## config.mk

```make
export PLATFORM = sky130hd
export DESIGN_NAME = drp_attach_fsm
export DESIGN_NICKNAME = d
export VERILOG_FILES = /design/src/drp_pkg.sv /design/src/drp_timer.sv /design/src/drp_attach_fsm.sv
export SDC_FILE = /design/constraint.sdc
export NUM_CORES = 1
export LEC_CHECK = 0
export ABC_AREA = 1
export BUFFER_PORTS_ARGS = -buffer_cell sky130_fd_sc_hd__buf_2
export CORE_ASPECT_RATIO = 1.4
export CORE_UTILIZATION = 58
export DETAILED_ROUTE_END_ITERATION = 8
export GPL_TIMING_DRIVEN = 0
export PLACE_DENSITY = 0.73
export SLEW_MARGIN = 20
export SYNTH_ARGS = -nofsm -noshare
export SYNTH_HDL_FRONTEND = slang
export SYNTH_SLANG_ARGS = --single-unit
```

## constraint.sdc

```tcl
create_clock -name clk_in -period 3 [get_ports clk_in]
set_clock_uncertainty 0.1 [all_clocks]
set_input_delay 0.3 -clock clk_in [delete_from_list [all_inputs] [get_ports clk_in]]
set_output_delay 0.3 -clock clk_in [all_outputs]
set_load 0.02 [all_outputs]
```

## src/drp_pkg.sv

```systemverilog
// Package: states, role modes and timing constants for the attach state machine
package drp_pkg;

   // =====================================================================
   // Port role configuration
   // =====================================================================
   typedef enum logic [1:0] {
      ROLE_SOURCE = 2'b00,
      ROLE_SINK   = 2'b01,
      ROLE_DUAL   = 2'b10
   } drp_role_t;

   // =====================================================================
   // Connection states
   // =====================================================================
   typedef enum logic [2:0] {
      ST_UNATTACHED_SOURCE  = 3'b000,
      ST_UNATTACHED_SINK    = 3'b001,
      ST_SOURCE_ATTACH_WAIT = 3'b010,
      ST_ATTACHED_SOURCE    = 3'b011,
      ST_ATTACHED_SINK      = 3'b100,
      ST_TRY_SOURCE         = 3'b101,
      ST_SINK_LOCK          = 3'b110
   } drp_state_t;

   // =====================================================================
   // Timing (clock 125 MHz)
   // =====================================================================
   localparam int CLK_PERIOD_PS      = 8000;
   localparam int HOLD_INTERVAL_US   = 100;
   localparam int LOCK_INTERVAL_US   = 100;
   localparam int TOGGLE_HALF_US     = 35;
   // Cycle counts rounded down (shortest times), with no lower bound applied
   localparam int HOLD_CYCLES   = (HOLD_INTERVAL_US * 1000000) / CLK_PERIOD_PS;
   localparam int LOCK_CYCLES   = (LOCK_INTERVAL_US * 1000000) / CLK_PERIOD_PS;
   localparam int TOGGLE_CYCLES = (TOGGLE_HALF_US * 1000000) / CLK_PERIOD_PS;
   localparam int TIMER_W       = 24;

   // Current advertisement levels
   localparam logic [1:0] ADV_DEFAULT = 2'h0;
   localparam logic [1:0] ADV_1A5     = 2'h1;
   localparam logic [1:0] ADV_3A0     = 2'h2;
   localparam logic [1:0] ADV_RESET   = 2'h0;

endpackage

```

## src/drp_timer.sv

```systemverilog
// Restartable down-counting interval timer with one-cycle expiry pulse
`timescale 1ns/1ps

module drp_timer #(
   parameter int WIDTH = 24
) (
   input  wire logic             clk_in,
   input  wire logic             reset_in,
   input  wire logic             start_in,
   input  wire logic [WIDTH-1:0] load_in,
   output logic                  expire_out
);

   typedef struct packed {
      logic [WIDTH-1:0] count;
      logic             run;
      logic             expire;
   } drp_tmr_t;

   drp_tmr_t tmr_q;
   drp_tmr_t tmr_d;

   // =====================================================================
   // Next state: start restarts the count from load
   // =====================================================================
   always_comb begin
      tmr_d        = tmr_q;
      tmr_d.expire = 1'b0;
      if (start_in) begin
         tmr_d.count = load_in;
         tmr_d.run   = 1'b1;
      end else if (tmr_q.run) begin
         if (tmr_q.count <= {{(WIDTH-1){1'b0}}, 1'b1}) begin
            tmr_d.run    = 1'b0;
            tmr_d.expire = 1'b1;
         end else begin
            tmr_d.count = tmr_q.count - {{(WIDTH-1){1'b0}}, 1'b1};
         end
      end
   end

   // Register stage
   always_ff @(posedge clk_in) begin
      if (reset_in) begin
         tmr_q <= '0;
      end else begin
         tmr_q <= tmr_d;
      end
   end

   assign expire_out = tmr_q.expire;

endmodule // drp_timer

```

## src/drp_attach_fsm.sv

```systemverilog
// Attach state machine for a reversible-connector source, sink or dual-role port
// Detect inputs come from the analogue front end, so each one crosses
// two flip-flops and a two-sample agreement filter before the machine
// acts on it; an attach or detach is thus seen about five cycles late.
// The filter trades that latency for immunity to single-cycle glitches
// on CC while the far side is still mating.
// Try source has no timeout of its own: a partner that never answers
// with a pull-down leaves the port there until the next reset.
// Role changes are taken as they come; while attached they only steer
// where a detach leads, never the attached state itself.
// Hold, lock and toggle figures are cycle counts of the one clock, so a
// faster or slower clock needs the parameters scaled to match.
`timescale 1ns/1ps

module drp_attach_fsm
   import drp_pkg::*;
#(
   parameter int HOLD_COUNT   = HOLD_CYCLES,
   parameter int LOCK_COUNT   = LOCK_CYCLES,
   parameter int TOGGLE_COUNT = TOGGLE_CYCLES
) (
   input  wire logic       clk_in,
   input  wire logic       reset_in,
   input  wire logic [1:0] role_in,
   input  wire logic       prefer_source_in,
   input  wire logic [1:0] advert_level_in,
   input  wire logic       cc_pulldown_in,
   input  wire logic       cc_pullup_in,
   input  wire logic [1:0] cc_sense_level_in,
   input  wire logic       vbus_present_in,
   output logic            pullup_en_out,
   output logic            pulldown_en_out,
   output logic            vbus_en_out,
   output logic            vconn_en_out,
   output logic [1:0]      advert_level_out,
   output logic [1:0]      sink_current_out,
   output logic            pd_allowed_out,
   output logic            attached_out,
   output logic [2:0]      state_out
);

   // =====================================================================
   // State of the module in one record
   // =====================================================================
   typedef struct packed {
      // Detect synchronisers: bit 0 first stage, bit 1 second stage
      logic [1:0] pd_sync1;    // First stages: read only by second stages
      logic [1:0] pd_sync2;
      logic [1:0] pu_sync1;
      logic [1:0] pu_sync2;
      logic [1:0] vb_sync1;
      logic [1:0] vb_sync2;
      logic [1:0] sense_s1;
      logic [1:0] sense_s2;
      // Connection state and the dual-role toggle timer
      drp_state_t state;
      logic       via_try;     // Attach wait reached from try source
      logic [TIMER_W-1:0] toggle_cnt;
      // Outputs, registered from the next state
      logic       pullup_en;
      logic       pulldown_en;
      logic       vbus_en;
      logic       vconn_en;
      logic [1:0] advert;
      logic [1:0] sink_cur;
      logic       pd_allowed;
      logic       attached;
   } drp_fsm_t;

   drp_fsm_t s_q;
   drp_fsm_t s_d;

   // Timer control and filtered detect levels
   logic                hold_start;
   logic                lock_start;
   logic                hold_expire;
   logic                lock_expire;
   logic                pd_det;
   logic                pu_det;
   logic                vb_det;
   drp_role_t           role;

   // =====================================================================
   // Interval timers
   // =====================================================================
   // Each restarts on every entry to its state
   // Expiry is a one-cycle pulse, seen only while still in that state
   drp_timer #(.WIDTH(TIMER_W)) u_hold (
      .clk_in     (clk_in),
      .reset_in   (reset_in),
      .start_in   (hold_start),
      .load_in    (TIMER_W'(HOLD_COUNT)),
      .expire_out (hold_expire)
   );

   drp_timer #(.WIDTH(TIMER_W)) u_lock (
      .clk_in     (clk_in),
      .reset_in   (reset_in),
      .start_in   (lock_start),
      .load_in    (TIMER_W'(LOCK_COUNT)),
      .expire_out (lock_expire)
   );

   // The role input comes from logic on this clock: no synchroniser
   // Synchronised detect levels (second stage only)
   assign pd_det = s_q.pd_sync2[1];
   assign pu_det = s_q.pu_sync2[1];
   assign vb_det = s_q.vb_sync2[1];
   assign role   = drp_role_t'(role_in);

   // =====================================================================
   // Next-state logic
   // =====================================================================
   always_comb begin
      s_d        = s_q;
      hold_start = 1'b0;
      lock_start = 1'b0;

      // Two-flop synchronisers; stage 2 then a one-cycle agreement filter
      s_d.pd_sync1 = {s_q.pd_sync1[0], cc_pulldown_in};
      s_d.pu_sync1 = {s_q.pu_sync1[0], cc_pullup_in};
      s_d.vb_sync1 = {s_q.vb_sync1[0], vbus_present_in};
      s_d.sense_s1 = cc_sense_level_in;
      s_d.sense_s2 = s_q.sense_s1;
      // Debounce: level changes only when two samples agree
      if (s_q.pd_sync1[1] == s_q.pd_sync2[0]) begin
         s_d.pd_sync2 = {s_q.pd_sync2[0], s_q.pd_sync1[1]};
      end else begin
         s_d.pd_sync2 = {s_q.pd_sync2[1], s_q.pd_sync1[1]};
      end
      if (s_q.pu_sync1[1] == s_q.pu_sync2[0]) begin
         s_d.pu_sync2 = {s_q.pu_sync2[0], s_q.pu_sync1[1]};
      end else begin
         s_d.pu_sync2 = {s_q.pu_sync2[1], s_q.pu_sync1[1]};
      end
      if (s_q.vb_sync1[1] == s_q.vb_sync2[0]) begin
         s_d.vb_sync2 = {s_q.vb_sync2[0], s_q.vb_sync1[1]};
      end else begin
         s_d.vb_sync2 = {s_q.vb_sync2[1], s_q.vb_sync1[1]};
      end

      // Detection wins over toggling in each unattached state, so a partner
      // seen in the last toggle cycle is still taken in that state.
      // Unused codes fall back to unattached source through default.
      case (s_q.state)
         ST_UNATTACHED_SOURCE: begin
            if (pd_det && role == ROLE_SOURCE) begin
               s_d.state = ST_ATTACHED_SOURCE;
            end else if (pd_det && role == ROLE_DUAL) begin
               s_d.state   = ST_SOURCE_ATTACH_WAIT;
               s_d.via_try = 1'b0;
               hold_start  = 1'b1;
            end else if (role == ROLE_SINK) begin
               s_d.state = ST_UNATTACHED_SINK;
            end else if (role == ROLE_DUAL &&
                         s_q.toggle_cnt >= TIMER_W'(TOGGLE_COUNT)) begin
               s_d.state      = ST_UNATTACHED_SINK;
               s_d.toggle_cnt = '0;
            end else if (role == ROLE_DUAL) begin
               s_d.toggle_cnt = s_q.toggle_cnt + TIMER_W'(1);
            end
            // Source-only with no pull-down just stays here
         end
         ST_UNATTACHED_SINK: begin
            if (vb_det && role == ROLE_DUAL && prefer_source_in) begin
               s_d.state = ST_TRY_SOURCE;
            end else if (vb_det && role != ROLE_SOURCE) begin
               s_d.state = ST_ATTACHED_SINK;
            end else if (role == ROLE_SOURCE) begin
               s_d.state = ST_UNATTACHED_SOURCE;
            end else if (role == ROLE_DUAL &&
                         s_q.toggle_cnt >= TIMER_W'(TOGGLE_COUNT)) begin
               s_d.state      = ST_UNATTACHED_SOURCE;
               s_d.toggle_cnt = '0;
            end else if (role == ROLE_DUAL) begin
               s_d.toggle_cnt = s_q.toggle_cnt + TIMER_W'(1);
            end
            // Sink-only without VBUS stays here
         end
         ST_TRY_SOURCE: begin
            // Pull-up shown, wait for partner's pull-down
            if (pd_det) begin
               s_d.state   = ST_SOURCE_ATTACH_WAIT;
               s_d.via_try = 1'b1;
               hold_start  = 1'b1;
            end
         end
         ST_SOURCE_ATTACH_WAIT: begin
            // A detach during the hold is left to attached source to notice
            if (hold_expire) begin
               s_d.state = ST_ATTACHED_SOURCE;
            end
         end
         ST_ATTACHED_SOURCE: begin
            if (!pd_det && role == ROLE_SOURCE) begin
               s_d.state = ST_UNATTACHED_SOURCE;
            end else if (!pd_det) begin
               s_d.state  = ST_SINK_LOCK;
               lock_start = 1'b1;
            end
         end
         ST_SINK_LOCK: begin
            // VBUS is checked first: a source that appears just as the lock
            // interval runs out is still taken as an attach
            if (vb_det) begin
               s_d.state = ST_ATTACHED_SINK;
            end else if (lock_expire) begin
               s_d.state      = ST_UNATTACHED_SOURCE;
               s_d.toggle_cnt = '0;
            end
         end
         ST_ATTACHED_SINK: begin
            // Only VBUS ends the attachment; CC merely steers the current
            if (!vb_det) begin
               s_d.state      = ST_UNATTACHED_SINK;
               s_d.toggle_cnt = '0;
            end
         end
         default: begin
            s_d.state = ST_UNATTACHED_SOURCE;
         end
      endcase

      // Outputs follow the next state so they change with the entry
      // Deriving them from s_d keeps terminations and supplies in step with
      // the state code; a late pull-up would show the partner a glitch.
      s_d.pullup_en   = (s_d.state == ST_UNATTACHED_SOURCE) ||
                        (s_d.state == ST_TRY_SOURCE) ||
                        (s_d.state == ST_SOURCE_ATTACH_WAIT) ||
                        (s_d.state == ST_ATTACHED_SOURCE);
      s_d.pulldown_en = (s_d.state == ST_UNATTACHED_SINK) ||
                        (s_d.state == ST_SINK_LOCK) ||
                        (s_d.state == ST_ATTACHED_SINK);
      s_d.vbus_en     = (s_d.state == ST_SOURCE_ATTACH_WAIT) ||
                        (s_d.state == ST_ATTACHED_SOURCE);
      // VCONN waits for attached source when the wait came via try
      s_d.vconn_en    = (s_d.state == ST_ATTACHED_SOURCE) ||
                        (s_d.state == ST_SOURCE_ATTACH_WAIT && !s_d.via_try);
      // Advertisement only meaningful while sourcing
      s_d.advert      = (s_d.state == ST_ATTACHED_SOURCE) ? advert_level_in : ADV_DEFAULT;
      // Sense level tracked every cycle while attached as sink
      s_d.sink_cur    = (s_d.state == ST_ATTACHED_SINK) ? s_q.sense_s2 : ADV_DEFAULT;
      s_d.attached    = (s_d.state == ST_ATTACHED_SOURCE) ||
                        (s_d.state == ST_ATTACHED_SINK);
      s_d.pd_allowed  = s_d.attached;
      // Pull-up detect is not needed beyond sink states; kept for visibility
      if (pu_det && s_d.state == ST_ATTACHED_SINK) begin
         s_d.attached = 1'b1;
      end
   end

   // =====================================================================
   // Register stage
   // =====================================================================
   // Reset clears every output, so all terminations are off until the
   // first edge after release; the port then opens as unattached source, or as unattached sink if the role is sink.
   always_ff @(posedge clk_in) begin
      if (reset_in) begin
         s_q       <= '0;
         s_q.state <= ST_UNATTACHED_SOURCE;
         s_q.advert <= ADV_RESET;
      end else begin
         s_q <= s_d;
      end
   end

   // Ports straight from the register record
   assign pullup_en_out    = s_q.pullup_en;
   assign pulldown_en_out  = s_q.pulldown_en;
   assign vbus_en_out      = s_q.vbus_en;
   assign vconn_en_out     = s_q.vconn_en;
   assign advert_level_out = s_q.advert;
   assign sink_current_out = s_q.sink_cur;
   assign pd_allowed_out   = s_q.pd_allowed;
   assign attached_out     = s_q.attached;
   assign state_out        = s_q.state;

endmodule // drp_attach_fsm

```

==> out/qor_table.md, run 1 <==
| Stage | Item | Value |
|:---|:---|:---|
| status | Run status | completed |
| layout | Share of layout cells above drive strength 1 | 0.136 |
| route | Remaining antenna violation count | 0 |
| grt | Vias in the first global route | 4488 |
| synthesis | Ys Warns | 0 |
| worst setup path | Required time of the critical path | 3.14 ns |
| worst setup path | Critical-path maximum fanout | 9 |
| timing | RSZ-0062 raised after global routing | false |
| timing | Max-slew violation total from the final report | 0 |
| timing | Worst relative slew slack | 0.658 |
| synthesis | Count of distinct cell types in the synthesized netlist | 50 |
| clock tree | CTS tree | yes |
| die | Starting utilization of the core area | 0.596 |
| placed design | Detailed-placement wirelength estimate | 8.85 mm |
| route | Via density per instance | 5.42 |
| clock tree | Setup fix buffers added after clock tree synthesis | 0 |
| route | Number of remaining DRC errors | 0 |
| job | Max-cap viol count | 0 |
| synthesis | Async SR Flop Fraction | 0 |
| power | Peak supply drop | 0.384 mV |
| clock tree | Count of H-tree levels built during CTS | 3 |
| power | P per Cell Area | 444 nW/um^2 |
| placed design | Weighted congestion reported at the end of routability-driven placement | 0.964 |
| clock tree | Count of instances resized after the clock tree is built | 0 |
| die | Die Area | 9680 sq um |
| timing | Hold Vio Cnt, Final | 0 |
| synthesis | Post-synthesis register bit count | 102 |
| synthesis | Number of instances in the synthesized netlist | 784 |
| clock tree | TritonCTS Buffers | 9 |
| worst setup path | CP arrival | 2.27 ns |
| placed design | I/O Buffers | 22 |
| grt | Antenna violations before repair | 0 |
| placed design | Dpl ws | 0.911 ns |
| route | Wirelength per Cell | 12.6 um |
| timing | Worst path setup slack after routing | 0.874 ns |
| grt | Global-route wire length before repair | 19.8 mm |
| synthesis | Most used flip-flop cell after synthesis | sky130_fd_sc_hd__dfxtp_1 |
| layout | Number of nets in the layout | 834 |
| grt | Global-route total usage across every layer | 0.254 |
| timing | Final period util | 0.709 |
| timing | Max frequency | 0.470 GHz |
| timing | Worst-Margin Slew | 0.512 ns |
| clock tree | Worst-case clock buffer depth | 2 |
| timing | Finish-stage setup viols | 0 |
| layout | Area Growth Syn to Fin | 9.92% |
| clock tree | Clock slew at the register clock pins of the worst setup and hold paths | 0.07 ns |
| grt | Pin count of the biggest net entering global routing | 19 |
| route | Final wirelength | 11.7 mm |
| die | Width of the chip | 83.4 um |
| die | Height of the die | 116 um |
| min path | Worst hold path class | input port to flip-flop |
| die | Placement row count | 41 |
| synthesis | Post-synth EDFFs | 0 |
| synthesis | Net count of the mapped netlist | 801 |
| die | I/O pins | 25 |
| worst setup path | Critical path startpoint category | flip-flop |
| layout | ANT cells | 0 |
| synthesis | Mean Syn Cell Area | 6.87 sq um |
| power | Total power of the final layout | 2.63 mW |
| worst setup path | Kind of capture point of the worst setup path | flip-flop |
| synthesis | Portion of the post-synthesis area used by sequential elements | 0.379 |
| synthesis | Netlist area before placement | 5380 sq um |
| power | Static leakage power | 2.84 nW |
| layout | Most common cell after layout, fill and taps aside | sky130_fd_sc_hd__nand2_1 |
| die | Placeable core region | 9030 sq um |
| timing | Minimum clock period after layout | 2.13 ns |
| layout | Most frequent cells in the layout | 176 x sky130_fd_sc_hd__nand2_1, 139 x sky130_fd_sc_hd__nor2_1, 102 x sky130_fd_sc_hd__dfxtp_1 |
| route | Vias | 5036 |
| grt | Total congestion overflow after global routing | 0 |
| clock tree | Hold buffer count at cts | 0 |
| worst setup path | Class of the most critical setup path | flip-flop to flip-flop |
| clock tree | Clock Root Buffer | sky130_fd_sc_hd__clkbuf_16 |
| timing | Final total negative setup slack | 0 ns |
| clock tree | Number of clock sinks | 102 |
| clock tree | Later-pin clock latency in the skew report | 0.35 ns |
| route | Length of the first detailed-routing pass in iterations | 5 |
| route | First-iteration detailed-routing DRC count | 187 |
==> registers in the layout, summed over array words and instances (netlist names), 2 cells and up <==
signal            flops
s_d                   4
state_out             3
sink_current_out      2
s_q                  32
u_lock.tmr_q         25
u_hold.tmr_q         25
advert_level_out      2
==> worst paths after layout <==
| kind | start | cells after the start | slack, ns | endpoint |
|---|---|---|---|---|
| worst max register to register | u_hold.tmr_q[2]$_SDFFE_PP0P_ | 14 | 0.87 | u_hold.tmr_q[18]$_SDFFE_PP0P_ |
| worst min register to register | s_d[39]$_SDFF_PP0_ | 2 | 0.30 | s_q[39]$_SDFF_PP0_ |
| worst max-delay path | u_hold.tmr_q[2]$_SDFFE_PP0P_ | 14 | 0.87 | u_hold.tmr_q[18]$_SDFFE_PP0P_ |
| worst min-delay path | cc_pulldown_in | 3 | 0.06 | s_d[53]$_SDFF_PP0_ |
==> worst max-delay path, stage by stage, from the launching register on <==
cell and delay [ns]:
sky130_fd_sc_hd__dfxtp_1 0.39, sky130_fd_sc_hd__inv_1 0.11, sky130_fd_sc_hd__ha_1 0.24, sky130_fd_sc_hd__nand2_1 0.09, sky130_fd_sc_hd__nor2_1 0.05, sky130_fd_sc_hd__nand3_1 0.07
sky130_fd_sc_hd__nand2_1 0.07, sky130_fd_sc_hd__inv_2 0.08, sky130_fd_sc_hd__nand2_4 0.09, sky130_fd_sc_hd__nor2_2 0.19, sky130_fd_sc_hd__nand2_1 0.14, sky130_fd_sc_hd__nor2_1 0.19
sky130_fd_sc_hd__nand3_1 0.09, sky130_fd_sc_hd__nand3_1 0.07, sky130_fd_sc_hd__nor2_1 0.05
==> synth_stat cells (5+ instances only) <==
library cell | number | share of area
sky130_fd_sc_hd__buf_4 | 7 | 0.0098
sky130_fd_sc_hd__nand3_1 | 27 | 0.025
sky130_fd_sc_hd__nor3_1 | 26 | 0.024
sky130_fd_sc_hd__xnor2_1 | 12 | 0.020
sky130_fd_sc_hd__ha_1 | 5 | 0.012
sky130_fd_sc_hd__inv_1 | 84 | 0.059
sky130_fd_sc_hd__a21oi_1 | 47 | 0.044
sky130_fd_sc_hd__nand2_1 | 176 | 0.12
sky130_fd_sc_hd__nor2_1 | 139 | 0.097
sky130_fd_sc_hd__o21ai_1 | 6 | 0.0056
sky130_fd_sc_hd__inv_2 | 14 | 0.0098
sky130_fd_sc_hd__o21ai_0 | 18 | 0.017
sky130_fd_sc_hd__buf_2 | 7 | 0.0065
sky130_fd_sc_hd__nand4_1 | 14 | 0.016
sky130_fd_sc_hd__nand2_4 | 5 | 0.010
sky130_fd_sc_hd__xor2_1 | 11 | 0.018
sky130_fd_sc_hd__nor3b_1 | 5 | 0.0070
sky130_fd_sc_hd__nor2_2 | 15 | 0.017
sky130_fd_sc_hd__nor4_1 | 10 | 0.012
sky130_fd_sc_hd__clkbuf_1 | 5 | 0.0035
sky130_fd_sc_hd__dfxtp_1 | 102 | 0.38
==> where the power goes <==
| part | internal [mW] | switching, mW | total, mW |
|---|---|---|---|
| clock | 0.597 | 0.541 | 1.14 |
| combinational | 0.0377 | 0.0817 | 0.119 |
| sequential | 1.36 | 0.00481 | 1.37 |
==> per-stage QoR <==
step,utilization,hold WS [ns],instances,cell area [sq um]
3_5_place_dp,0.623,0.300,913,5630
6_report,0.655,0.0552,929,5920
3_3_place_gp,0.623,0.291,913,5630
5_1_grt,0.655,0.0474,929,5920
4_1_cts,0.655,0.0449,929,5920
2_1_floorplan,-,0.288,784,5380
==> per-layer routing <==
metal / share of wire / global-route usage
met5: 0 / 0
met3: 0.038 / 0.0406
met2: 0.50 / 0.446
met4: 0.026 / 0.136
met1: 0.44 / 0.300
==> logic make-up (layout without fill, tap and decap cells) <==
kind of cell,count (synthesis),after routing,share of synthesized area
AND/OR/NAND/NOR,441,441,0.377
flip-flops,102,102,0.379
buffers and inverters,124,162,0.0990
XOR/XNOR,23,23,0.0374
AO/OA/AOI/OAI,89,89,0.0953
adder cells (fa/ha/maj),5,5,0.0116
==> layout make-up <==
cell class / count / area (sq um)
inverters: 101 / 385
clock buffers: 10 / 239
repair buffers: 22 / 110
well taps: 107 / 134
flip-flops and latches: 102 / 2040
plain buffers: 23 / 148
clock inverters: 6 / 51.3
multi-input cells: 558 / 2810
fillers: 852 / 3110
No activity file was read; power rests on OpenSTA's default activity.
==> run 2, diff against run 1 <==
--- a/config.mk
+++ b/config.mk
@@ -8,10 +8,10 @@
 export ABC_AREA = 1
 export BUFFER_PORTS_ARGS = -buffer_cell sky130_fd_sc_hd__buf_2
 export CORE_ASPECT_RATIO = 1.4
-export CORE_UTILIZATION = 58
+export CORE_UTILIZATION = 55
 export DETAILED_ROUTE_END_ITERATION = 8
 export GPL_TIMING_DRIVEN = 0
-export PLACE_DENSITY = 0.73
+export PLACE_DENSITY = 0.72
 export SLEW_MARGIN = 20
 export SYNTH_ARGS = -nofsm -noshare
 export SYNTH_HDL_FRONTEND = slang
==> constraint.sdc (replaced) <==
create_clock -name clk_in -period 1.8 [get_ports clk_in]
set_clock_uncertainty 0.1 [all_clocks]
set_input_delay 0.18 -clock clk_in [delete_from_list [all_inputs] [get_ports clk_in]]
set_output_delay 0.18 -clock clk_in [all_outputs]
set_load 0.02 [all_outputs]
==> out/qor_table.md, run 2 (same netlist as run 1, synthesis figures left out) <==
| Stage | Item | Value | Change |
|:---|:---|:---|:---|
| route | First-iteration detailed-routing DRC count | 259 | was 187 |
| timing | Worst path setup slack after routing | -0.0987 ns | was 0.874 ns |
| die | I/O pins | 25 | unchanged |
| layout | Most common cell after layout, fill and taps aside | sky130_fd_sc_hd__nand2_1 | unchanged |
| placed design | Placed Cells | 916 | was 913 |
| worst setup path | Critical-path maximum fanout | 3 | was 9 |
| clock tree | Number of clock sinks | 102 | unchanged |
| die | Placeable core region | 9460 sq um | was 9030 sq um |
| placed design | I/O Buffers | 22 | unchanged |
| placed design | Detailed-placement wirelength estimate | 9.11 mm | was 8.85 mm |
| die | Starting utilization of the core area | 0.569 | was 0.596 |
| timing | Worst-Margin Slew | 0.607 ns | was 0.512 ns |
| grt | Pin count of the biggest net entering global routing | 20 | was 19 |
| grt | Antenna violations before repair | 0 | unchanged |
| route | Via density per instance | 5.54 | was 5.42 |
| min path | Worst hold path class | input port to flip-flop | unchanged |
| worst setup path | CP arrival | 2.04 ns | was 2.27 ns |
| worst setup path | Required time of the critical path | 1.94 ns | was 3.14 ns |
| layout | Core occupancy in the finished layout | 0.732 | was 0.655 |
| route | Wirelength per Cell | 14.5 um | was 12.6 um |
| layout | Largest registers | s_q: 32 flops, u_hold.tmr_q: 25 flops, u_lock.tmr_q: 25 flops | unchanged |
| clock tree | Later-pin clock latency in the skew report | 0.36 ns | was 0.35 ns |
| worst setup path | Class of the most critical setup path | flip-flop to flip-flop | unchanged |
| timing | Max frequency | 0.527 GHz | was 0.470 GHz |
| grt | Global-route total usage across every layer | 0.268 | was 0.254 |
| timing | RSZ-0062 raised after global routing | true | was false |
| grt | Global-route wire length before repair | 22.1 mm | was 19.8 mm |
| worst setup path | Slowest cell on the critical path | sky130_fd_sc_hd__dfxtp_2 | was sky130_fd_sc_hd__dfxtp_1 |
| layout | Most flops, register | s_q | unchanged |
| timing | Hold Vio Cnt, Final | 0 | unchanged |
| power | Peak supply drop | 0.417 mV | was 0.384 mV |
| timing | Final period util | 1.05 | was 0.709 |
| worst setup path | Kind of capture point of the worst setup path | flip-flop | unchanged |
| route | Vias | 5435 | was 5036 |
| timing | Hold WS | 0.177 ns | was 0.0552 ns |
| clock tree | CTS tree | yes | unchanged |
| layout | Fill cells | 701 | was 852 |
| power | Static leakage power | 3.23 nW | was 2.84 nW |
| worst setup path | Critical path startpoint category | flip-flop | unchanged |
| grt | Total congestion overflow after global routing | 0 | unchanged |
| worst setup path | Maximum cell stage delay along the critical path | 0.33 ns | was 0.39 ns |
| route | Length of the first detailed-routing pass in iterations | 5 | unchanged |
| layout | Max FFs per register | 32 | unchanged |
| timing | Max-slew violation total from the final report | 0 | unchanged |
| status | Run status | finished, violations left | was completed |
| layout | Area Growth Syn to Fin | 28.7% | was 9.92% |
| route | Final wirelength | 14.2 mm | was 11.7 mm |
| job | Max-cap viol count | 0 | unchanged |
| die | Die Area | 10200 sq um | was 9680 sq um |
| die | Width of the chip | 85.6 um | was 83.4 um |
| timing | Minimum clock period after layout | 1.90 ns | was 2.13 ns |
| clock tree | TritonCTS Buffers | 9 | unchanged |
| timing | Worst relative slew slack | 0.595 | was 0.658 |
| grt | Vias in the first global route | 5082 | was 4488 |
| power | P per Cell Area | 660 nW/um^2 | was 444 nW/um^2 |
| placed design | Weighted congestion reported at the end of routability-driven placement | 0.945 | was 0.964 |
| timing | Finish-stage setup viols | 39 | was 0 |
| layout | Share of layout cells above drive strength 1 | 0.324 | was 0.136 |
| die | Placement row count | 42 | was 41 |
| route | Number of remaining DRC errors | 0 | unchanged |
| die | Height of the die | 119 um | was 116 um |
| layout | ANT cells | 0 | unchanged |
| timing | Final total negative setup slack | -1.25 ns | was 0 ns |
| layout | Final Instance Count excl. Fillers | 981 | was 929 |
| placed design | Dpl ws | -0.355 ns | was 0.911 ns |
| layout | Most frequent cells in the layout | 152 x sky130_fd_sc_hd__nand2_1, 99 x sky130_fd_sc_hd__nor2_1, 76 x sky130_fd_sc_hd__inv_1 | was 176 x sky130_fd_sc_hd__nand2_1, 139 x sky130_fd_sc_hd__nor2_1, 102 x sky130_fd_sc_hd__dfxtp_1 |
| route | Remaining antenna violation count | 0 | unchanged |
| clock tree | Worst-case clock buffer depth | 2 | unchanged |
| clock tree | Clock slew at the register clock pins of the worst setup and hold paths | 0.08 ns | was 0.07 ns |
| clock tree | Count of H-tree levels built during CTS | 3 | unchanged |
| layout | Number of nets in the layout | 883 | was 834 |
| clock tree | Clock Root Buffer | sky130_fd_sc_hd__clkbuf_16 | unchanged |
| status | Violated checks | negative setup slack |  |
| worst setup path | Ordered cell list for the critical path | buf_6 -> ha_4 -> nand2_2 -> nor2_2 -> nand3_1 -> nand2_2 -> inv_2 -> nand2_4 -> buf_8 -> nor2_8 -> nand3_4 -> nand2_1 -> nand2_1 -> o21ai_2 -> inv_1 | was inv_1 -> ha_1 -> nand2_1 -> nor2_1 -> nand3_1 -> nand2_1 -> inv_2 -> nand2_4 -> nor2_2 -> nand2_1 -> nor2_1 -> nand3_1 -> nand3_1 -> nor2_1 |
-- run 2: changes by cell type in the layout (fill, tap and decap cells not counted), moves of 9 or more --
cell / delta
sky130_fd_sc_hd__nand2_1: -24
sky130_fd_sc_hd__nor2_2: +19
sky130_fd_sc_hd__dfxtp_1: -29
sky130_fd_sc_hd__nand2_2: +18
sky130_fd_sc_hd__nor2_1: -40
sky130_fd_sc_hd__buf_4: +44
sky130_fd_sc_hd__nor2_4: +21
sky130_fd_sc_hd__o21ai_0: -9
sky130_fd_sc_hd__dfxtp_2: +25
-- run 2: per-stage QoR --
step,cell area (sq um),power [mW]
floorplan,5390,2.48
detailed placement,5630,2.54
global placement,5630,2.53
global route,6930,4.73
finish,6930,4.57
CTS,6420,4.59
-- run 2: cell type report --
cell class | count | area [sq um] | share of cell area
clock inverter | 7 | 85.1 | 0.0123
buffer | 23 | 185 | 0.0267
timing repair buffer | 71 | 509 | 0.0735
multi-input combinational | 558 | 3290 | 0.475
clock buffer | 9 | 225 | 0.0325
inverter | 101 | 409 | 0.0591
tap | 110 | 138 | 0.0199
sequential | 102 | 2090 | 0.301
-- run 2: worst max-delay path: cells and delay by family (launching register included) --
family	cells	cell delay, ns
and+or+nand+nor	9	0.72
buffers and inverters	4	0.38
DFF	1	0.33
adders and majority gates	1	0.14
AOI/OAI and AO/OA	1	0.11
-- run 2: per-layer routing --
layer	GRT usage	wire length (um)	up-vias
li1	-	-	2665
met1	0.294	5590	2529
met2	0.476	7440	187
met3	0.0485	615	54
met4	0.153	579	0
met5	0	0	-
-- run 2: final timing paths --
kind,to,slack (ns),depth (start not counted),start
max,u_lock.tmr_q[8]$_SDFFE_PP0P_,-0.1,15,u_lock.tmr_q[2]$_SDFFE_PP0P_
min reg2reg,s_q[39]$_SDFF_PP0_,0.31,2,s_d[39]$_SDFF_PP0_
max reg2reg,u_lock.tmr_q[8]$_SDFFE_PP0P_,-0.1,15,u_lock.tmr_q[2]$_SDFFE_PP0P_
min,s_q[16]$_SDFFE_PP0P_,0.18,5,role_in[1]
-- run 2: report_power, final --
group,switching (mW),internal [mW]
Combinational,0.159,0.0954
Sequential,0.00987,2.27
Clock,0.928,1.11
-- run 2: what timing repair did --
item | in CTS | in global routing
cloned | 1 | 0
hold endpoints to repair | 6 | 0
endpoints found under the setup margin | 78 | 84
resized for setup | 74 | 125
buffers inserted | 24 | 19
hold buffers | 6 | 0
pin swaps | 24 | 39
